===== src/tvm_pkg.sv =====
// constants for the temperature and supply monitor register bank
package tvm_pkg;

    // bus widths
    localparam int ADDR_W = 16;
    localparam int DATA_W = 8;

    // register addresses
    localparam logic [ADDR_W-1:0] TEMP_CTRL_ADDR   = 16'h02F0;
    localparam logic [ADDR_W-1:0] SUPPLY_CTRL_ADDR = 16'h02F1;
    localparam logic [ADDR_W-1:0] IRQ_STATUS_ADDR  = 16'h02F8;
    localparam logic [ADDR_W-1:0] IRQ_ENABLE_ADDR  = 16'h02F9;
    localparam logic [ADDR_W-1:0] IRQ_CLEAR_ADDR   = 16'h02FA;

    // temperature control field positions
    localparam int TEST_HI_BIT     = 7;
    localparam int TEST_LO_BIT     = 6;
    localparam int SRC_SELECT_BIT  = 5;
    localparam int ROUTE_EN_BIT    = 4;
    localparam int SENSE_EN_BIT    = 3;
    localparam int STATUS_BIT      = 2;
    localparam int IRQ_EN_BIT      = 1;
    localparam int CHANGE_FLAG_BIT = 0;

    // interrupt status, enable and clear layout
    localparam int IRQ_TEMP_BIT   = 0;
    localparam int IRQ_SUPPLY_BIT = 1;

    // reset values
    localparam logic [1:0]        TEST_BITS_RST = 2'h0;
    localparam logic              CTRL_BIT_RST  = 1'h0;
    localparam logic [DATA_W-1:0] RDATA_RST     = 8'h00;

endpackage


===== src/tvm_sync.sv =====
// two-stage synchroniser for the comparator outputs
`timescale 1ns/1ns
module tvm_sync
(
    input  wire logic       sys_clk_in,   // system clock
    input  wire logic       rstn_in,      // synchronous reset, active low
    input  wire logic [1:0] async_in,     // asynchronous levels
    output logic      [1:0] sync_out      // levels in the clock domain
);
    import tvm_pkg::*;

    typedef struct packed
    {
        logic [1:0] stage1;
        logic [1:0] stage2;
    } tvm_sync_state_t;

    tvm_sync_state_t st;
    tvm_sync_state_t next_st;

    ////////////////////////////////////////////////////////////////////////
    // first stage feeds only the second, never any logic
    always_comb
    begin
        next_st        = st;
        next_st.stage1 = async_in;
        next_st.stage2 = st.stage1;
    end

    // register the copy
    always_ff @(posedge sys_clk_in)
    begin
        if (!rstn_in)
        begin
            st <= '0;
        end
        else
        begin
            st <= next_st;
        end
    end

    assign sync_out = st.stage2;

endmodule


===== src/tvm_regs.sv =====
// temperature and supply monitor control and status registers
// Notes on behaviour
// - the two top bits of the temperature register are test bits, writable only in special mode.
// - source select 0 routes the temperature voltage, 1 the bandgap reference.
// - route enable sends the selected voltage to the converter, else the external input.
// - sense enable switches temperature sensing on when 1 and off when 0.
// - temperature status is read-only, 1 only while hot in full performance mode.
// - temperature interrupt enable makes the change flag raise an interrupt.
// - the temperature change flag sets on any change of the temperature status.
// - both change flags clear only on a write of 1, a write of 0 leaves them.
// - reduced power mode does not clear the temperature change flag.
// - supply status is read-only, 1 only while supply is low in full performance mode.
// - supply interrupt enable makes the supply change flag raise an interrupt.
// - the supply change flag sets on any change of the supply status.
// - reduced power mode does not clear the supply change flag.
//
// The strobed register port is this design's own decision.
`timescale 1ns/1ns
module tvm_regs
(
    input  wire logic                      sys_clk_in,         // 250 MHz system clock
    input  wire logic                      rstn_in,            // synchronous reset, active low
    input  wire logic [tvm_pkg::ADDR_W-1:0] addr_in,           // register address
    input  wire logic [tvm_pkg::DATA_W-1:0] wdata_in,          // write data
    input  wire logic                      wr_in,              // write strobe
    input  wire logic                      rd_in,              // read strobe
    output logic      [tvm_pkg::DATA_W-1:0] rdata_out,         // read data, cycle after strobe
    input  wire logic                      special_mode_in,    // test mode, same clock
    input  wire logic                      full_performance_mode_in, // regulator in full power
    input  wire logic                      temp_above_in,      // hot comparator, async
    input  wire logic                      supply_below_in,    // low supply comparator, async
    output logic      [1:0]                test_bits_out,      // test bits 7 and 6
    output logic                           analog_source_select_out, // 1 bandgap, 0 temp
    output logic                           analog_route_enable_out,  // internal route on
    output logic                           adc_internal_route_out,   // converter sees internal
    output logic                           temp_sense_enable_out,    // sensor power on
    output logic                           irq_out             // level interrupt request
);
    import tvm_pkg::*;

    typedef struct packed
    {
        logic [1:0]        test_bits;
        logic              analog_source_select;
        logic              analog_route_enable;
        logic              temp_sense_enable;
        logic              temp_high_status;
        logic              temp_irq_enable;
        logic              temp_change_flag;
        logic              supply_low_status;
        logic              supply_irq_enable;
        logic              supply_change_flag;
        logic [DATA_W-1:0] rdata;
    } tvm_state_t;

    tvm_state_t st;
    tvm_state_t next_st;

    logic [1:0] comp_sync;
    logic       temp_now;
    logic       supply_now;
    logic       wr_temp;
    logic       wr_supply;
    logic       wr_irq_en;
    logic       wr_irq_clr;
    logic       clr_temp;
    logic       clr_supply;

    // sticky flag update; the set wins over a clear in the same cycle
    function automatic logic flag_next(input logic cur, input logic set, input logic clr);
        flag_next = set | (cur & ~clr);
    endfunction

    ////////////////////////////////////////////////////////////////////////
    // comparator synchronisation
    tvm_sync u_sync
    (
        .sys_clk_in (sys_clk_in),
        .rstn_in    (rstn_in),
        .async_in   ({supply_below_in, temp_above_in}),
        .sync_out   (comp_sync)
    );

    // live status: comparator qualified by mode, sensor gated by its enable
    assign temp_now   = comp_sync[0] & full_performance_mode_in & st.temp_sense_enable;
    assign supply_now = comp_sync[1] & full_performance_mode_in;

    ////////////////////////////////////////////////////////////////////////
    // address decode
    assign wr_temp    = wr_in && (addr_in == TEMP_CTRL_ADDR);
    assign wr_supply  = wr_in && (addr_in == SUPPLY_CTRL_ADDR);
    assign wr_irq_en  = wr_in && (addr_in == IRQ_ENABLE_ADDR);
    assign wr_irq_clr = wr_in && (addr_in == IRQ_CLEAR_ADDR);

    // clear only on a written 1, through either the control or clear register
    assign clr_temp   = (wr_temp && wdata_in[CHANGE_FLAG_BIT])
                      || (wr_irq_clr && wdata_in[IRQ_TEMP_BIT]);
    assign clr_supply = (wr_supply && wdata_in[CHANGE_FLAG_BIT])
                      || (wr_irq_clr && wdata_in[IRQ_SUPPLY_BIT]);

    ////////////////////////////////////////////////////////////////////////
    // next state
    always_comb
    begin
        next_st = st;

        // control fields of the temperature register
        if (wr_temp)
        begin
            if (special_mode_in)
            begin
                next_st.test_bits = wdata_in[TEST_HI_BIT:TEST_LO_BIT];
            end
            next_st.analog_source_select = wdata_in[SRC_SELECT_BIT];
            next_st.analog_route_enable  = wdata_in[ROUTE_EN_BIT];
            next_st.temp_sense_enable    = wdata_in[SENSE_EN_BIT];
            next_st.temp_irq_enable      = wdata_in[IRQ_EN_BIT];
        end

        // control field of the supply register
        if (wr_supply)
        begin
            next_st.supply_irq_enable = wdata_in[IRQ_EN_BIT];
        end

        // enable register aliases the two documented enables
        if (wr_irq_en)
        begin
            next_st.temp_irq_enable   = wdata_in[IRQ_TEMP_BIT];
            next_st.supply_irq_enable = wdata_in[IRQ_SUPPLY_BIT];
        end

        // status follows the live level; writes never touch it
        next_st.temp_high_status  = temp_now;
        next_st.supply_low_status = supply_now;

        // any change of status sets the flag; mode changes never clear it
        next_st.temp_change_flag = flag_next(st.temp_change_flag,
                                             temp_now != st.temp_high_status,
                                             clr_temp);
        next_st.supply_change_flag = flag_next(st.supply_change_flag,
                                               supply_now != st.supply_low_status,
                                               clr_supply);

        // read data stands only in the cycle after the strobe
        next_st.rdata = RDATA_RST;
        if (rd_in)
        begin
            case (addr_in)
                TEMP_CTRL_ADDR:
                begin
                    next_st.rdata = {st.test_bits, st.analog_source_select,
                                     st.analog_route_enable, st.temp_sense_enable,
                                     st.temp_high_status, st.temp_irq_enable,
                                     st.temp_change_flag};
                end
                SUPPLY_CTRL_ADDR:
                begin
                    next_st.rdata = {5'h00, st.supply_low_status,
                                     st.supply_irq_enable, st.supply_change_flag};
                end
                IRQ_STATUS_ADDR:
                begin
                    next_st.rdata = {6'h00, st.supply_change_flag, st.temp_change_flag};
                end
                IRQ_ENABLE_ADDR:
                begin
                    next_st.rdata = {6'h00, st.supply_irq_enable, st.temp_irq_enable};
                end
                default:
                begin
                    // clear register and unmapped addresses read zero
                    next_st.rdata = RDATA_RST;
                end
            endcase
        end
    end

    ////////////////////////////////////////////////////////////////////////
    // state register
    always_ff @(posedge sys_clk_in)
    begin
        if (!rstn_in)
        begin
            st.test_bits            <= TEST_BITS_RST;
            st.analog_source_select <= CTRL_BIT_RST;
            st.analog_route_enable  <= CTRL_BIT_RST;
            st.temp_sense_enable    <= CTRL_BIT_RST;
            st.temp_high_status     <= CTRL_BIT_RST;
            st.temp_irq_enable      <= CTRL_BIT_RST;
            st.temp_change_flag     <= CTRL_BIT_RST;
            st.supply_low_status    <= CTRL_BIT_RST;
            st.supply_irq_enable    <= CTRL_BIT_RST;
            st.supply_change_flag   <= CTRL_BIT_RST;
            st.rdata                <= RDATA_RST;
        end
        else
        begin
            st <= next_st;
        end
    end

    ////////////////////////////////////////////////////////////////////////
    // outputs
    assign rdata_out                = st.rdata;
    assign test_bits_out            = st.test_bits;
    assign analog_source_select_out = st.analog_source_select;
    assign analog_route_enable_out  = st.analog_route_enable;
    // external input stays on the channel unless routing is enabled
    assign adc_internal_route_out   = st.analog_route_enable;
    assign temp_sense_enable_out    = st.temp_sense_enable;
    // level request from either enabled flag
    assign irq_out = (st.temp_change_flag & st.temp_irq_enable)
                   | (st.supply_change_flag & st.supply_irq_enable);

    ////////////////////////////////////////////////////////////////////////
    // checks

    AST_TEST_BITS_GUARD: assert property (
        @(posedge sys_clk_in) disable iff (!rstn_in)
        (wr_temp && !special_mode_in) |=> $stable(test_bits_out))
        else $error("test bits changed outside special mode");

    AST_SOURCE_SELECT: assert property (
        @(posedge sys_clk_in) disable iff (!rstn_in)
        wr_temp |=> analog_source_select_out == $past(wdata_in[SRC_SELECT_BIT]))
        else $error("source select did not take written value");

    AST_ROUTE_EXTERNAL: assert property (
        @(posedge sys_clk_in) disable iff (!rstn_in)
        wr_temp && !wdata_in[ROUTE_EN_BIT] |=> !adc_internal_route_out)
        else $error("internal route left on after disable");

    AST_SENSE_OFF_STATUS: assert property (
        @(posedge sys_clk_in) disable iff (!rstn_in)
        !temp_sense_enable_out |=> !st.temp_high_status)
        else $error("temperature status high with sensor off");

    AST_TEMP_STATUS_MODE: assert property (
        @(posedge sys_clk_in) disable iff (!rstn_in)
        st.temp_high_status |-> $past(full_performance_mode_in) && $past(temp_above_in, 3))
        else $error("temperature status high without cause");

    AST_TEMP_IRQ: assert property (
        @(posedge sys_clk_in) disable iff (!rstn_in)
        (st.temp_change_flag && st.temp_irq_enable) |-> irq_out)
        else $error("enabled temperature flag gave no interrupt");

    AST_TEMP_FLAG_SET: assert property (
        @(posedge sys_clk_in) disable iff (!rstn_in)
        $changed(st.temp_high_status) |-> st.temp_change_flag)
        else $error("temperature change did not set flag");

    AST_FLAG_HOLD: assert property (
        @(posedge sys_clk_in) disable iff (!rstn_in)
        (st.supply_change_flag && !clr_supply) |=> st.supply_change_flag)
        else $error("supply flag lost without a written one");

    AST_TEMP_FLAG_KEEP: assert property (
        @(posedge sys_clk_in) disable iff (!rstn_in)
        (st.temp_change_flag && !clr_temp) ##1 $fell(full_performance_mode_in)
        |-> st.temp_change_flag)
        else $error("temperature flag cleared on power mode change");

    AST_SUPPLY_STATUS: assert property (
        @(posedge sys_clk_in) disable iff (!rstn_in)
        !full_performance_mode_in |=> !st.supply_low_status)
        else $error("supply status high outside full performance");

    AST_NO_IRQ: assert property (
        @(posedge sys_clk_in) disable iff (!rstn_in)
        !(st.supply_change_flag && st.supply_irq_enable)
        && !(st.temp_change_flag && st.temp_irq_enable) |-> !irq_out)
        else $error("interrupt without enabled flag");

    AST_SUPPLY_FLAG_SET: assert property (
        @(posedge sys_clk_in) disable iff (!rstn_in)
        $changed(st.supply_low_status) |-> st.supply_change_flag)
        else $error("supply change did not set flag");

    AST_SUPPLY_CLEAR_ONLY: assert property (
        @(posedge sys_clk_in) disable iff (!rstn_in)
        $fell(st.supply_change_flag) |-> $past(clr_supply))
        else $error("supply flag cleared without a written one");

    AST_SYNC_DELAY: assert property (
        @(posedge sys_clk_in) disable iff (!rstn_in)
        st.supply_low_status |-> $past(supply_below_in, 3))
        else $error("supply status ahead of synchroniser delay");

endmodule


===== config.mk =====
export PLATFORM = sky130hd
export DESIGN_NAME = tvm_regs
export DESIGN_NICKNAME = d
export VERILOG_FILES = /design/src/tvm_pkg.sv /design/src/tvm_sync.sv /design/src/tvm_regs.sv
export SDC_FILE = /design/constraint.sdc
export NUM_CORES = 1
export LEC_CHECK = 0
export ABC_CLOCK_PERIOD_IN_PS = 1900
export BUFFER_PORTS_ARGS = -buffer_cell sky130_fd_sc_hd__clkbuf_2
export CORE_ASPECT_RATIO = 0.6
export CORE_MARGIN = 8
export CORE_UTILIZATION = 25
export CTS_CLUSTER_SIZE = 20
export DETAILED_ROUTE_END_ITERATION = 6
export PLACE_DENSITY_LB_ADDON = 0.12
export SLEW_MARGIN = 40
export SYNTH_ARGS = -nofsm -noshare
export SYNTH_HDL_FRONTEND = slang
export SYNTH_SLANG_ARGS = --single-unit

===== constraint.sdc =====
create_clock -name sys_clk_in -period 1.9 [get_ports sys_clk_in]
set_clock_uncertainty 0.1 [all_clocks]
set_input_delay 0.38 -clock sys_clk_in [delete_from_list [all_inputs] [get_ports sys_clk_in]]
set_output_delay 0.38 -clock sys_clk_in [all_outputs]
set_load 0.02 [all_outputs]

==> flow_metrics.env, run 1 <==
export IMPL_clkSinkCount=23
export IMPL_yosysTopAreaCellShare_pct=41.58
export IMPL_antenna_cells=0
export IMPL_ys_top_cells_by_area="dfxtp_1 42%, buf_4 7.5%, nor4b_2 5.4%"
export IMPL_nets=186
export IMPL_gp_congestion=0.7150
export IMPL_synthCells=117
export IMPL_post_cts_buffers=0
export IMPL_max_freq_mhz=602.2
export IMPL_run_status="complete, no violations"
export IMPL_drc=0
export IMPL_layout_drive_gt1_share_pct=42.48
export IMPL_p_leak_nw=0.5567
export IMPL_first_pass_iters=4
export IMPL_finalMaxSlewViolations=0
export IMPL_synth_edff_count=0
export IMPL_ant_nets=0
export IMPL_io_pin_count=47
export IMPL_regArea_um2=460.4
export IMPL_htree_levels=1
export IMPL_fin_cells=213
export IMPL_rsz0062_at_grt="false"
export IMPL_buffer_ports_inserted=45
export IMPL_synth_commonest_cells="23 x dfxtp_1, 11 x a21oi_1, 11 x buf_4"
export IMPL_yosys_area_top_type="dfxtp_1"
export IMPL_grt_max_degree=17
export IMPL_dieWidth_um=101.9
export IMPL_syn_to_final_growth_pct=24.41
export IMPL_finalSetupTns_ps=0
export IMPL_yosysUniqueCellTypes=36
export IMPL_cpPeakStageDelay_ps=600
export IMPL_timing_final_ws_setup_ps=239.4
export IMPL_synth_seq_cells=23
export IMPL_start_kind="input pin"
export IMPL_core_area_um2=4189
export IMPL_fin_crit_ps=1661
export IMPL_ys_warn_count=0
export IMPL_ctsHoldBuffers=0
export IMPL_fill_cells=466
export IMPL_num_vias=978
export IMPL_rows=18
export IMPL_crit_type="in2reg"
export IMPL_hold_violations=0
export IMPL_hold_class="in2reg"
export IMPL_overflow=0
export IMPL_crit_chain="clkbuf_2, nor4_4, nand4_1, or4_4, nor4b_2"
export IMPL_required_ps=1980
export IMPL_synth_area_per_cell_um2=9.464
export IMPL_grt_antenna_before_repair=0
export IMPL_die_h_um=67.55
export IMPL_via_per_inst=4.592
export IMPL_min_period_over_period_pct=87.40
export IMPL_clock_latency_ps=260
export IMPL_placedCellCount=209
export IMPL_synth_ff_type="dfxtp_1"
export IMPL_synth_cell_area_um2=1107
export IMPL_dp_hpwl_um=2366
export IMPL_drtIter0Drc=41
export IMPL_place_area_um2=1331
export IMPL_post_place_ws_ps=-48.16
export IMPL_worstPathArrival_ps=1740
export IMPL_multi_input_area_um2=514.2
export IMPL_yosysMostFrequentCell="dfxtp_1"
export IMPL_design_area_um2=1378
export IMPL_tightest_slew_ps=397.8
export IMPL_wl_per_cell_um=13.92
export IMPL_async_flop_share_pct=0
export IMPL_die_area_um2=6885
export IMPL_clockBufferDepth=2
export IMPL_p_per_area_nw_per_um2=638.1
export IMPL_end_kind="flip-flop"
export IMPL_grt_use_total_pct=8.903
export IMPL_cts_clk_slew_worst_paths_ps=80
export IMPL_synth_net_count=149
export IMPL_ir_drop_mv=0.1993
export IMPL_setup_viol=0
export IMPL_seq_area_frac_synth_pct=41.58
export IMPL_grt_pass1_vias=979
export IMPL_cts_tree="done"
export IMPL_cp_slowest_cell="or4_4"
export IMPL_cts_repair_resized=0
export IMPL_relSlewSlack_pct=73.13
export IMPL_cts_buffers=3
export IMPL_start_util_pct=26.43
export IMPL_cts_root_buf="clkbuf_8"
export IMPL_maxCapViolations=0
export IMPL_cp_max_fo=8
export IMPL_grt_pass1_wl_um=4712
export IMPL_drt_wl_total_um=2966
worst paths after layout:
check	end	cells past startpoint	startpoint	slack, ps
hold / removal	u_sync.next_st[1]	2	supply_below_in	220
setup reg to reg	st[11]	3	temp_sense_enable_out	860
hold reg to reg	u_sync.sync_out[0]	1	u_sync.next_st[0]	360
setup / recovery	rdata_out[6]	5	addr_in[13]	240
state kept, by name, summed over array words and instances, names as in the netlist:
register and flops:
adc_internal_route_out 1, analog_source_select_out 1, rdata_out 8, st 6, temp_sense_enable_out 1, test_bits_out 2
u_sync.next_st 2, u_sync.sync_out 2
per-stage QoR:
step	power, mW	util, %	hold WS [ps]
floorplan	0.5407	-	311.8
global placement	0.5892	31.78	334.4
detailed placement	0.5919	31.78	341.1
CTS	0.8951	32.89	216.4
global route	0.9251	32.89	220.4
finish	0.8790	32.89	221.5
worst max-delay path: cells and delay by family:
family                 cells  cell delay, ps
buffers and inverters      1             100
AND/OR/NAND/NOR            4            1260
cells by family (layout without fill, tap and decap cells):
family,count (synthesis),count (layout),synth area share (%)
AOI/OAI and AO/OA,24,24,11.86
and+or+nand+nor,42,42,29.49
xor gates and xnor gates,3,3,2.373
muxes,3,3,2.712
buffers and inverters,22,58,11.98
DFF,23,23,41.58
where the power goes:
group          switching (mW)  internal (mW)
Clock                   0.153          0.146
Sequential            0.00234          0.487
Combinational          0.0471         0.0436
cell type report:
cell class                      count  share of cell area [%]
Multi-Input combinational cell     72                   37.33
Sequential cell                    23                   33.42
Timing Repair Buffer               51                   19.62
Tap cell                           60                   5.450
Clock buffer                        3                   2.997
Inverter                            3                  0.8174
Clock inverter                      1                  0.3633
metal layers:
layer	global-route usage, %	vias up	wire (um)	share of wire [%]
met2	14.76	23	1325	45
met5	0	-	0	0
li1	-	480	-	-
met1	10.46	473	1400	47
met3	4.205	2	231	7.8
met4	1.633	0	8	0.27
layout by cell type, fill, tap and decap left out, types with 2 or more instances in the layout:
master | Yosys | routed
a21oi_1 | 11 | 11
mux2i_1 | 3 | 3
clkbuf_8 | 0 | 3
buf_4 | 11 | 6
inv_1 | 2 | 2
nand3_1 | 7 | 7
nand2_1 | 3 | 3
or3_1 | 2 | 2
and2_1 | 4 | 4
nor2_1 | 6 | 6
clkbuf_2 | 0 | 45
nand4_1 | 2 | 2
nor3_1 | 2 | 2
dfxtp_1 | 23 | 23
xor2_1 | 2 | 2
nor4b_2 | 4 | 4
o21ai_0 | 9 | 9
No activity file was read; power rests on OpenSTA's default activity.
==> inputs of run 2 (changes only) <==
--- a/config.mk
+++ b/config.mk
@@ -13,6 +13,7 @@
 export CTS_CLUSTER_SIZE = 20
 export DETAILED_ROUTE_END_ITERATION = 6
 export PLACE_DENSITY_LB_ADDON = 0.12
+export SETUP_SLACK_MARGIN = 0.5
 export SLEW_MARGIN = 40
 export SYNTH_ARGS = -nofsm -noshare
 export SYNTH_HDL_FRONTEND = slang
==> run 2 against run 1 <==
  * Combinational power rose by 4.5%
  * Non-clock buffer count up 3
  * Sequential cell count unchanged
  * Maximum frequency increased by 4.0%
  * Sequential power about the same
  * Die area is the same
  * Sequential share of layout area is 1.7 points lower
  * Worst hold slack improved by 0.96 ps
  * Power hardly changed
  * Critical path type unchanged
  * Largest power group unchanged
==> flow_metrics.env, run 2 (synthesized netlist as in run 1, its figures left out) <==
export IMPL_hold_violations=0
export IMPL_cts_root_buf="clkbuf_8"
export IMPL_cpPeakStageDelay_ps=610
export IMPL_hold_class="in2reg"
export IMPL_drtIter0Drc=21
export IMPL_crit_buf_inv=1
export IMPL_p_per_area_nw_per_um2=598.8
export IMPL_required_ps=1970
export IMPL_layout_drive_gt1_share_pct=51.28
export IMPL_timing_final_ws_setup_ps=303.6
export IMPL_drt_wl_total_um=2941
export IMPL_buffer_ports_inserted=45
export IMPL_worstPathArrival_ps=1670
export IMPL_place_area_um2=1320
export IMPL_ant_nets=0
export IMPL_clkSinkCount=23
export IMPL_start_kind="input pin"
export IMPL_cts_tree="done"
export IMPL_power_uw=878.8
export IMPL_die_area_um2=6885
export IMPL_grt_use_total_pct=8.856
export IMPL_finalMaxSlewViolations=0
export IMPL_largest_reg_flops=8
export IMPL_setup_viol=0
export IMPL_run_status="complete, no violations"
export IMPL_dp_hpwl_um=2272
export IMPL_nets=189
export IMPL_min_period_over_period_pct=84.02
export IMPL_first_pass_iters=4
export IMPL_drc=0
export IMPL_finalSetupTns_ps=0
export IMPL_placedCellCount=206
export IMPL_grt_pass1_wl_um=4767
export IMPL_cp_slowest_cell="or4_4"
export IMPL_hold_slack_ps=222.5
export IMPL_rsz0062_at_grt="true"
export IMPL_crit_type="in2reg"
export IMPL_cts_buffers=3
export IMPL_crit_chain="clkbuf_2, and4bb_2, nand2_1, or4_4, nor4b_2"
export IMPL_clock_latency_ps=260
export IMPL_num_vias=977
export IMPL_grt_antenna_before_repair=0
export IMPL_fin_crit_ps=1596
export IMPL_cp_top_family="simple AND/OR/NAND/NOR gates"
export IMPL_p_leak_nw=0.5869
export IMPL_cp_max_fo=8
export IMPL_relSlewSlack_pct=74.84
export IMPL_fin_cells=216
export IMPL_io_pin_count=47
export IMPL_final_cell_mix="43 x clkbuf_2, 19 x dfxtp_1, 10 x a21oi_1"
export IMPL_cts_clk_slew_worst_paths_ps=80
export IMPL_ir_drop_mv=0.2316
export IMPL_dieWidth_um=101.9
export IMPL_overflow=0
export IMPL_gp_congestion=0.7269
export IMPL_utilization_pct=35.04
export IMPL_max_freq_mhz=626.4
export IMPL_antenna_cells=0
export IMPL_maxCapViolations=0
export IMPL_htree_levels=1
export IMPL_post_place_ws_ps=15.06
export IMPL_clockBufferDepth=2
export IMPL_syn_to_final_growth_pct=32.54
export IMPL_core_area_um2=4189
export IMPL_rows=18
export IMPL_die_h_um=67.55
export IMPL_start_util_pct=26.43
export IMPL_layout_commonest_cell="clkbuf_2"
export IMPL_end_kind="flip-flop"
export IMPL_via_per_inst=4.523
export IMPL_wl_per_cell_um=13.62
export IMPL_grt_pass1_vias=1037
export IMPL_design_area_um2=1468
export IMPL_grt_max_degree=16
export IMPL_ctsHoldBuffers=0
export IMPL_tightest_slew_ps=372.2
run 2: changes by cell type in the layout (fill, tap and decap cells not counted), sizes merged:
| cell | before | now |
|---|---|---|
| buf | 6 | 10 |
| clkinv | 2 | 1 |
run 2: area by class of cell:
class,instances,area [um2]
inverters,3,11.26
multi-input cells,72,555.5
clock buffers,4,45.04
fillers,456,2721
flip-flops and latches,23,465.4
repair buffers,54,315.3
well taps,60,75.07
run 2: report_power, final:
group | leakage [nW] | total (mW) | internal [mW] | switching [mW]
clock | 0.0228 | 0.295 | 0.149 | 0.146
combinational | 0.376 | 0.0948 | 0.0447 | 0.0501
sequential | 0.188 | 0.489 | 0.487 | 0.00178
total | 0.587 | 0.879 | 0.681 | 0.198
run 2: path summary, 6_finish.rpt:
check / from / end / slack, ps / cells past startpoint
worst min register to register: u_sync.next_st[0] / u_sync.sync_out[0] / 350 / 1
worst max register to register: st[8] / rdata_out[1] / 900 / 5
worst max-delay path: addr_in[11] / rdata_out[4] / 300 / 5
worst min-delay path: supply_below_in / u_sync.next_st[1] / 220 / 2
run 2: what timing repair did:
item | 4_1_cts | 5_1_grt
buffers inserted | 4 | 2
pin swaps | 6 | 5
resized for setup | 15 | 10
setup endpoints to repair | 15 | 19
run 2: layer usage:
metal | GRT usage [%] | vias up | share of wire, %
met5 | 0 | - | 0
met4 | 3.448 | 0 | 1.9
met3 | 4.205 | 6 | 8.5
met2 | 14.92 | 27 | 47
met1 | 9.622 | 459 | 43
li1 | - | 485 | -
